--- src/logic/branch_timing_defines.svh ---
// constants for branch decode and machine cycle timing
`ifndef BRANCH_TIMING_DEFINES_SVH
`define BRANCH_TIMING_DEFINES_SVH

// machine cycle shape
`define STATES_PER_MCYCLE  4
`define CLK_PERIOD_NS      100
`define MCYCLE_CLKS        (`STATES_PER_MCYCLE)

// program counter after reset
`define RESET_PC           16'h0000

// branch and compare opcodes
`define OPC_ACC_NONZERO    8'h70
`define OPC_CARRY_SET      8'h40
`define OPC_CARRY_CLEAR    8'h50
`define OPC_BIT_SET        8'h20
`define OPC_BIT_CLEAR      8'h30
`define OPC_BIT_SET_CLR    8'h10
`define OPC_CMP_ACC_DIRECT 8'hb5
`define OPC_CMP_ACC_IMM    8'hb4
`define OPC_CMP_IND_R0     8'hb6
`define OPC_CMP_IND_R1     8'hb7
`define OPC_CMP_REG_BASE   8'hb8
`define OPC_DEC_REG_BASE   8'hd8
`define OPC_DEC_DIRECT     8'hd5

// lengths and machine cycle counts
`define SHORT_BR_BYTES     2'd2
`define SHORT_BR_CYCLES    3'd3
`define LONG_BR_BYTES      2'd3
`define LONG_BR_CYCLES     3'd4
`define EXT_MOVE_BYTES     2'd1
`define EXT_MOVE_CYCLES    3'd2

`endif

--- src/logic/branch_timing_pkg.sv ---
// types shared by the sequencer and the branch decoder
package branch_timing_pkg;

  // the four states of one machine cycle
  typedef enum logic [1:0] {
    STATE_ONE,
    STATE_TWO,
    STATE_THREE,
    STATE_FOUR
  } mstate_t;

  // instruction classes handled here; all else is other
  typedef enum logic [3:0] {
    CLS_OTHER,
    CLS_ACC_NZ,
    CLS_CARRY_SET,
    CLS_CARRY_CLR,
    CLS_BIT_SET,
    CLS_BIT_CLR,
    CLS_BIT_SET_CLR,
    CLS_CMP_ACC_DIR,
    CLS_CMP_ACC_IMM,
    CLS_CMP_IND,
    CLS_CMP_REG,
    CLS_DEC_REG,
    CLS_DEC_DIR
  } instr_class_t;

  // decode result of one opcode
  typedef struct packed {
    instr_class_t cls;
    logic [1:0]   bytes;
    logic [2:0]   cycles;
  } decode_t;

  // operand values the core presents during execution
  typedef struct packed {
    logic [7:0] acc;
    logic [7:0] direct_val;
    logic [7:0] indirect_val;
    logic [7:0] reg_val;
    logic       carry;
    logic       bit_val;
  } operands_t;

  // effects of a completed branch instruction
  typedef struct packed {
    logic       taken;
    logic       carry_we;
    logic       carry_val;
    logic       bit_clear;
    logic       dec_reg_we;
    logic       dec_direct_we;
    logic [7:0] dec_val;
  } exec_result_t;

endpackage

--- src/logic/mcycle_sequencer.sv ---
// four-state machine cycle sequencer
`timescale 1ns/100ps
`include "branch_timing_defines.svh"

module mcycle_sequencer
  import branch_timing_pkg::*;
#(
  parameter int NUM_STATES = `STATES_PER_MCYCLE
) (
  // clock and reset
  input  wire logic clk,
  input  wire logic rst_n,
  // current state of the machine cycle
  output mstate_t   state_q
);

  // the enum holds exactly four states; refuse any other count when elaborating
  if (NUM_STATES != 4) begin : g_bad_states
    $error("mcycle_sequencer serves exactly four states");
  end

  always_ff @(posedge clk or negedge rst_n) begin
    if (!rst_n) begin
      state_q <= STATE_ONE;
    end else begin
      case (state_q)
        STATE_ONE:   state_q <= STATE_TWO;
        STATE_TWO:   state_q <= STATE_THREE;
        STATE_THREE: state_q <= STATE_FOUR;
        STATE_FOUR:  state_q <= STATE_ONE;
        default:     state_q <= STATE_ONE;
      endcase
    end
  end

endmodule

--- src/logic/branch_decode_cycle_timing.sv ---
// fetch pacing, decode and execution of branch and compare-jump instructions
`timescale 1ns/100ps
`include "branch_timing_defines.svh"

// Notes on behaviour
// - machine cycle is four clock states
// - states run one, two, three, four, wrap
// - timing uses both clock edges
// - at most one fetch per machine cycle
// - cycles equal bytes for most instructions
// - all 256 opcodes decode; single-cycle only outside the group
// - external data move: one byte, two cycles
// - compare acc direct B5, 3 bytes, 4 cycles
// - compare acc immediate B4, 3 bytes, 4 cycles
// - compare indirect B6/B7, 3 bytes, 4 cycles
// - compare register B8-BF, 3 bytes, 4 cycles
// - decrement direct D5, 3 bytes, 4 cycles
module branch_decode_cycle_timing
  import branch_timing_pkg::*;
(
  // clock and reset
  input  wire logic      clk,
  input  wire logic      rst_n,
  // program memory fetch port
  output logic           fetch_en_q,
  output logic [15:0]    fetch_addr_q,
  input  wire logic [7:0] fetch_data,
  // length of opcodes outside this group, from the other decoders
  input  wire logic [1:0] other_bytes,
  input  wire logic      ext_move,
  // operand values from the core
  input  wire operands_t ops,
  // decode state toward the core
  output mstate_t        mstate_q,
  output logic [7:0]     opcode_q,
  output logic [7:0]     operand_addr_q,
  output logic [15:0]    pc_q,
  // completion and effects
  output logic           done_q,
  output exec_result_t   result_q
);

  // cycle index within the instruction
  logic [2:0]   cyc_idx_q;
  // a fetch belongs to the current machine cycle
  logic         fetch_this_q;
  // byte captured on the falling edge
  logic [7:0]   capt_q;
  // third instruction byte
  logic [7:0]   byte2_q;
  // decode and execution terms
  logic [7:0]   cur_op;
  decode_t      dec;
  logic         last;
  logic         need_fetch;
  logic [7:0]   rel;
  logic [15:0]  target;
  logic [15:0]  next_pc;
  logic [7:0]   cmp_a;
  logic [7:0]   cmp_b;
  logic [7:0]   dec_src;
  exec_result_t res;

  // four states make one machine cycle
  mcycle_sequencer #(
    .NUM_STATES (`STATES_PER_MCYCLE)
  ) u_seq (
    .clk     (clk),
    .rst_n   (rst_n),
    .state_q (mstate_q)
  );

  // opcode to class, length and cycle count
  function automatic decode_t decode_op(input logic [7:0] op,
                                        input logic [1:0] obytes,
                                        input logic       xmove);
    decode_t d;
    d.cls    = CLS_OTHER;
    d.bytes  = `SHORT_BR_BYTES;
    d.cycles = `SHORT_BR_CYCLES;
    if (op == `OPC_ACC_NONZERO) begin
      d.cls = CLS_ACC_NZ;
    end else if (op == `OPC_CARRY_SET) begin
      d.cls = CLS_CARRY_SET;
    end else if (op == `OPC_CARRY_CLEAR) begin
      d.cls = CLS_CARRY_CLR;
    end else if ((op & 8'hf8) == `OPC_DEC_REG_BASE) begin
      d.cls = CLS_DEC_REG;
    end else begin
      d.bytes  = `LONG_BR_BYTES;
      d.cycles = `LONG_BR_CYCLES;
      if (op == `OPC_BIT_SET) begin
        d.cls = CLS_BIT_SET;
      end else if (op == `OPC_BIT_CLEAR) begin
        d.cls = CLS_BIT_CLR;
      end else if (op == `OPC_BIT_SET_CLR) begin
        d.cls = CLS_BIT_SET_CLR;
      end else if (op == `OPC_CMP_ACC_DIRECT) begin
        d.cls = CLS_CMP_ACC_DIR;
      end else if (op == `OPC_CMP_ACC_IMM) begin
        d.cls = CLS_CMP_ACC_IMM;
      // compare indirect through r0 or r1
      end else if (op == `OPC_CMP_IND_R0 || op == `OPC_CMP_IND_R1) begin
        d.cls = CLS_CMP_IND;
      end else if ((op & 8'hf8) == `OPC_CMP_REG_BASE) begin
        d.cls = CLS_CMP_REG;
      end else if (op == `OPC_DEC_DIRECT) begin
        d.cls = CLS_DEC_DIR;
      // external move is one byte, two cycles
      end else if (xmove) begin
        d.bytes  = `EXT_MOVE_BYTES;
        d.cycles = `EXT_MOVE_CYCLES;
      // cycles follow bytes; any opcode accepted
      end else begin
        d.bytes  = (obytes == 2'd0) ? 2'd1 : obytes;
        d.cycles = {1'b0, d.bytes};
      end
    end
    return d;
  endfunction

  // decode the fresh opcode in cycle zero, the held one later
  always_comb begin
    cur_op = (cyc_idx_q == 3'd0) ? capt_q : opcode_q;
    dec    = decode_op(cur_op, other_bytes, ext_move);
    last   = (cyc_idx_q == (dec.cycles - 3'd1));
    // one fetch per cycle until all bytes are in
    need_fetch = last || ((cyc_idx_q + 3'd1) < {1'b0, dec.bytes});
  end

  // branch conditions and side effects
  always_comb begin
    res     = '0;
    rel     = (dec.bytes == 2'd3) ? byte2_q : operand_addr_q;
    // offset added to the following address
    target  = pc_q + {{8{rel[7]}}, rel};
    cmp_a   = ops.acc;
    cmp_b   = operand_addr_q;
    dec_src = (dec.cls == CLS_DEC_DIR) ? ops.direct_val : ops.reg_val;
    if (dec.cls == CLS_CMP_ACC_DIR) begin
      cmp_b = ops.direct_val;
    end else if (dec.cls == CLS_CMP_IND) begin
      cmp_a = ops.indirect_val;
    end else if (dec.cls == CLS_CMP_REG) begin
      cmp_a = ops.reg_val;
    end
    case (dec.cls)
      CLS_ACC_NZ:      res.taken = (ops.acc != 8'h00);
      CLS_CARRY_SET:   res.taken = ops.carry;
      CLS_CARRY_CLR:   res.taken = !ops.carry;
      CLS_BIT_SET:     res.taken = ops.bit_val;
      CLS_BIT_CLR:     res.taken = !ops.bit_val;
      // set bit is cleared when jumping
      CLS_BIT_SET_CLR: begin
        res.taken     = ops.bit_val;
        res.bit_clear = ops.bit_val;
      end
      // carry when first operand is below second
      CLS_CMP_ACC_DIR, CLS_CMP_ACC_IMM, CLS_CMP_IND, CLS_CMP_REG: begin
        res.taken     = (cmp_a != cmp_b);
        res.carry_we  = 1'b1;
        res.carry_val = (cmp_a < cmp_b);
      end
      CLS_DEC_REG, CLS_DEC_DIR: begin
        res.dec_val       = dec_src - 8'h01;
        res.taken         = (res.dec_val != 8'h00);
        res.dec_reg_we    = (dec.cls == CLS_DEC_REG);
        res.dec_direct_we = (dec.cls == CLS_DEC_DIR);
      end
      default:         res = '0;
    endcase
    next_pc = res.taken ? target : pc_q;
  end

  // fetched byte sampled on the falling edge in state three
  always_ff @(negedge clk or negedge rst_n) begin
    if (!rst_n) begin
      capt_q <= 8'h00;
    end else if (mstate_q == STATE_THREE && fetch_this_q) begin
      capt_q <= fetch_data;
    end
  end

  // fetch strobe lasts state one of a fetching cycle
  always_ff @(posedge clk or negedge rst_n) begin
    if (!rst_n) begin
      fetch_en_q   <= 1'b1;
      fetch_this_q <= 1'b1;
      fetch_addr_q <= `RESET_PC;
      pc_q         <= `RESET_PC + 16'h0001;
    end else if (mstate_q == STATE_FOUR) begin
      fetch_en_q   <= need_fetch;
      fetch_this_q <= need_fetch;
      // a taken branch redirects the next opcode fetch
      if (need_fetch) begin
        fetch_addr_q <= last ? next_pc : pc_q;
        pc_q         <= (last ? next_pc : pc_q) + 16'h0001;
      end else if (last) begin
        pc_q <= next_pc;
      end
    end else if (mstate_q == STATE_ONE) begin
      fetch_en_q <= 1'b0;
    end
  end

  // cycle index steps once per machine cycle, restarts at last
  always_ff @(posedge clk or negedge rst_n) begin
    if (!rst_n) begin
      cyc_idx_q <= 3'd0;
    end else if (mstate_q == STATE_FOUR) begin
      cyc_idx_q <= last ? 3'd0 : cyc_idx_q + 3'd1;
    end
  end

  // instruction bytes stored at the end of their fetch cycle
  always_ff @(posedge clk or negedge rst_n) begin
    if (!rst_n) begin
      opcode_q       <= 8'h00;
      operand_addr_q <= 8'h00;
      byte2_q        <= 8'h00;
    end else if (mstate_q == STATE_FOUR && fetch_this_q) begin
      case (cyc_idx_q)
        3'd0:    opcode_q       <= capt_q;
        3'd1:    operand_addr_q <= capt_q;
        3'd2:    byte2_q        <= capt_q;
        default: byte2_q        <= byte2_q;
      endcase
    end
  end

  // completion pulse and effects for one clock after the last state four
  always_ff @(posedge clk or negedge rst_n) begin
    if (!rst_n) begin
      done_q   <= 1'b0;
      result_q <= '0;
    end else if (mstate_q == STATE_FOUR && last) begin
      done_q   <= 1'b1;
      result_q <= res;
    end else begin
      done_q   <= 1'b0;
      result_q <= '0;
    end
  end

endmodule

--- config.mk ---
export PLATFORM = sky130hd
export DESIGN_NAME = branch_decode_cycle_timing
export DESIGN_NICKNAME = d
export VERILOG_FILES = /design/src/logic/branch_timing_pkg.sv /design/src/logic/mcycle_sequencer.sv /design/src/logic/branch_decode_cycle_timing.sv
export VERILOG_INCLUDE_DIRS = /design/src /design/src/logic
export SDC_FILE = /design/constraint.sdc
export NUM_CORES = 1
export LEC_CHECK = 0
export BUFFER_PORTS_ARGS = -buffer_cell sky130_fd_sc_hd__buf_2
export CAP_MARGIN = 20
export CORE_AREA = 2 2 102 129
export CTS_BUF_LIST = sky130_fd_sc_hd__clkbuf_4 sky130_fd_sc_hd__clkbuf_8
export CTS_CLUSTER_DIAMETER = 100
export DETAILED_ROUTE_END_ITERATION = 16
export DIE_AREA = 0 0 104 131
export PLACE_DENSITY = 0.78
export SETUP_SLACK_MARGIN = 0.4
export SYNTH_ARGS = -nofsm -noshare
export SYNTH_HDL_FRONTEND = slang
export SYNTH_SLANG_ARGS = --single-unit
--- constraint.sdc ---
create_clock -name clk -period 6.55 [get_ports clk]
set_input_delay 0.3275 -clock clk [delete_from_list [all_inputs] [get_ports clk]]
set_output_delay 0.3275 -clock clk [all_outputs]
set_load 0.02 [all_outputs]
== Yosys cells after proc, flatten, opt, wreduce, memory -nomap -nowiden ==
Cells that the tools add are included.
Storage, ports and cells
  flip-flop bits (word level): 86
  bits of input ports: 47
  output and inout bits: 66
  word-level logic and storage cells: 123
Cells by class
  add/subtract/negate cells: 5
  $lt $le $gt $ge: 2
  equal/unequal tests: 33
  multiplexer cells: 46
  reduce and logical (&&, ||, !) cells: 19
Operator list (count)
  2-to-1 mux 5 bit: 13
  2-to-1 mux 8 bit: 7
  2-to-1 mux 16 bit: 3
  2-to-1 mux 4 bit: 12
  equality test 8 bit, second input constant: 5
  equality test 8 x 7 -> 1 bit, second input constant: 3
  equality test 4 bit, second input constant: 5
  adder 16 x 1 -> 16 bit, second input constant: 1
  adder 16 bit: 1
  equality test 4 x 3 -> 1 bit, second input constant: 4
  equality test 8 x 6 -> 1 bit, second input constant: 2
  nonzero test 8 bit: 2
  2-to-1 mux 14 bit: 1
  equality test 5 bit, second input constant: 2
  2-to-1 mux 10 bit: 1
  equality test 4 x 2 -> 1 bit, second input constant: 2
  equality test 8 x 5 -> 1 bit, second input constant: 1
  < comparator 8 bit: 1
  inequality test 8 bit: 1
  one-hot mux 2 bit (4 select lines): 1
  subtractor 8 x 1 -> 8 bit, second input constant: 1
  one-hot mux 1 bit (7 select lines): 1
  equality test 2 bit, second input constant: 3
  AND reduction 2 bit: 3
  19 further kinds: 29

== Longest topological paths before layout ==
  word-level depth: 25
  gate-level depth with buffers: 29
  gate-level depth less buffers: 24

== Modules after synthesis ==
From an unflattened synthesis, not the netlist that was laid out.
Unflattened totals
  cells, all modules: 687
  area, all modules: 6439.9 um^2
By module, submodules not included
  branch_decode_cycle_timing: times used 1, cells an instance 680, area each 6351.1 um^2, sequential area each 2105.8 um^2
  mcycle_sequencer: times used 1, cells an instance 7, area each 88.8 um^2, sequential area each 50.0 um^2

==> results_dict.tcl <==
set metrics [dict create \
    outcome "finished, violations left" \
    failed_checks "negative setup slack" \
    path_max_fanout 8 \
    critPathSlowestCell "or4b_4" \
    dp_cells 1112 \
    die_y_um 131 \
    syn_inst 709 \
    ioPinCount 113 \
    slew_headroom_pct 53.22 \
    diodes 0 \
    tns_ns -49.29 \
    power_mw 5.175 \
    antenna_found_initial 0 \
    hold_viol_final 0 \
    cp_data_required_time_ns 6.81 \
    crit_start "capt_q[0]" \
    wl_per_cell_um 21.73 \
    syn_avg_cell_area_um2 9.055 \
    yosysSeqAreaShare_pct 33.58 \
    synth.cell_area_um2 6420 \
    grt_pass1_wl_um 37920 \
    layout_commonest_cell "buf_4" \
    tightest_slew_ns 0.6953 \
    powerDensity_nw_per_um2 525.9 \
    path_cells "or4b_4, o31a_1, nor4_2, or2_1, o21a_1, buf_12, mux2_4, ha_4, inv_2, fa_2, nor2b_2, o31a_1, buf_4, buf_6, o2111ai_4, buf_6, a31oi_4, xor2_2, nand2_1, or3b_4, mux2_4, or4_1, a21o_1, xnor2_1" \
    place_area_um2 8452 \
    track_usage_pct 35.09 \
    grt_start_max_net_pins 45 \
    dp_hpwl_um 15970 \
    slew_viol_final 0 \
    rsz0062_at_grt "yes" \
    hold_depth 4 \
    first_iter_violations 764 \
    n_fill_cell 806 \
    finalWorstSetupSlack_ns -2.405 \
    hp-start "ops[21]" \
    synth-edff-count 0 \
    setup_violations 52 \
    mappedNetlistNets 792 \
    arrival_ns 9.21 \
    reg2regPathDepth 24 \
    critical_path_class "flop to flop" \
    ys.flop_type "dfrtp_1" \
    route.antenna.remaining_nets 0 \
    grt_pass1_vias 7411 \
    coreArea_um2 12430 \
    fin_skew_ns 0.02548 \
    worstReg2RegStart "capt_q[0]" \
    drive_above_1_share_pct 50.89 \
    fin_area_um2 9841 \
    syn_to_final_growth_pct 53.28 \
    vias_per_cell 6.264 \
    overflow 0 \
    first_pass_iters 5 \
    start_kind "flop" \
    drc 0 \
    routed_wl_um 25640 \
    end_kind "flop" \
    std_cell_rows 46 \
    via_count 7392 \
    final_net_count 1090 \
    die_area_um2 13620 \
    htree_levels 3 \
    insertion_delay_ns 0.37 \
    place_ws_ns -2.208 \
    port_buffers 112 \
    power.leakage_nw 4.643 \
    r2r-end "pc_q[15]" \
    ys_warn_count 0 \
    die_w_um 104 \
    root_buffer "clkbuf_8" \
    gp_congestion 0.9762 \
    cts_tree "built" \
    yosysUniqueCellTypes 74 \
    cts.sinks 86 \
    initial_utilization_pct 51.64 \
    reg2reg_setup_slack_ns -2.40 \
    clock_path_buffers 2 \
    clk_pin_slew_ns 0.09 \
    hold-path-endpoint "result_q[3]" \
    cts_buffers 9 \
    layout_common_cells "buf_4 (160), buf_2 (111), dfrtp_1 (75), nand2_1 (72), nor2_1 (54)" \
    ys_ff_latch 86 \
    final_cells 1180 \
    async_flop_share_pct 100.0 \
    cpPeakStageDelay_ns 0.54 \
    ir_worst_vdd_mv 0.3448 \
    worstHoldPathType "input pin to flop" \
    drv_cap 0 \
]
-- metrics by stage --
stage / hold WS [ns] / utilization (%)
after CTS: 0.3244 / 77.22
after global routing: 0.3510 / 79.16
after floorplan: 0.03191 / -
final: 0.3325 / 79.16
after global placement: 0.3399 / 67.99
after detailed placement: 0.3553 / 67.99
-- metal layers --
layer  up-vias  track usage, %  wire, um
met1      3579           38.43      9203
li1       3200               -         -
met5         -               0         0
met2       458           64.16     12790
met4         0           21.86      1891
met3       155           5.655      1758
-- cells in the mapped netlist (8+ instances only) --
library cell | n | area share [%]
nor3_1 | 18 | 1.4
nand2b_1 | 9 | 0.88
nor2_1 | 71 | 4.2
dfrtp_1 | 75 | 29
nand2_1 | 78 | 4.6
clkbuf_1 | 15 | 0.88
ha_1 | 35 | 6.8
a31oi_1 | 11 | 1.1
a21oi_1 | 35 | 2.7
inv_1 | 33 | 1.9
xnor2_1 | 22 | 3.0
dfrtn_1 | 8 | 3.1
xor2_1 | 10 | 1.4
mux2_2 | 52 | 9.1
nand4_1 | 13 | 1.3
mux2i_1 | 35 | 5.5
o21ai_0 | 32 | 2.5
nand3_1 | 16 | 1.2
-- registers in the layout (all words and copies together), names as in the netlist --
name and cells:
fetch_addr_q 16, pc_q 16, result_q 14, byte2_q 8, capt_q 8, opcode_q 8
operand_addr_q 8, cyc_idx_q 3, u_seq.state_q 2, done_q 1, fetch_en_q 1, fetch_this_q 1
-- critical path, delay by kind of cell (launching register included) --
kind	cells	cell delay (ns)
and+or+nand+nor	7	2.12
AOI/OAI and AO/OA	6	1.16
buffers and inverters	5	0.62
muxes	2	0.60
adders and majority gates	2	0.37
DFF	1	0.35
xor gates and xnor gates	2	0.34
-- how the worst max path moves through the flow --
stage / endpoint
2_1_floorplan: pc_q[15]
3_3_place_gp: pc_q[15]
3_5_place_dp: pc_q[15]
4_1_cts: pc_q[15]
5_1_grt: pc_q[15]
6_report: pc_q[15]
-- logic make-up after synthesis --
| logic type | count (synthesis) | synth area share (%) |
|---|---|---|
| buffers and inverters | 55 | 3.391 |
| multiplexers | 88 | 14.81 |
| XOR/XNOR | 32 | 4.365 |
| AO/OA/AOI/OAI | 146 | 15.47 |
| flip-flops | 86 | 33.58 |
| adder cells (fa/ha/maj) | 36 | 7.133 |
| AND/OR/NAND/NOR | 266 | 21.24 |
-- where the power goes --
group / internal [mW] / total (mW) / switching [mW]
clock: 0.189 / 0.407 / 0.217
sequential: 0.707 / 0.959 / 0.252
combinational: 1.82 / 3.81 / 1.99
-- area by class of cell --
class	instances	area, um^2	share of cell area (%)
tap	168	210.2	2.136
clock buffer	10	137.6	1.399
inverter	33	123.9	1.259
timing repair buffer	309	2267	23.04
clock inverter	6	68.82	0.6993
multi-input combinational	568	4877	49.56
sequential	86	2156	21.91
-- timing repair --
| item | CTS | global route |
|---|---|---|
| pin swaps | 51 | 37 |
| resized for setup | 113 | 44 |
| setup buffers | 43 | 6 |
| cloned | 2 | 0 |
| hold endpoints to repair | 31 | 0 |
| setup endpoints to repair | 52 | 52 |
| hold buffers | 1 | 0 |
(Power assumes the default switching activity.)
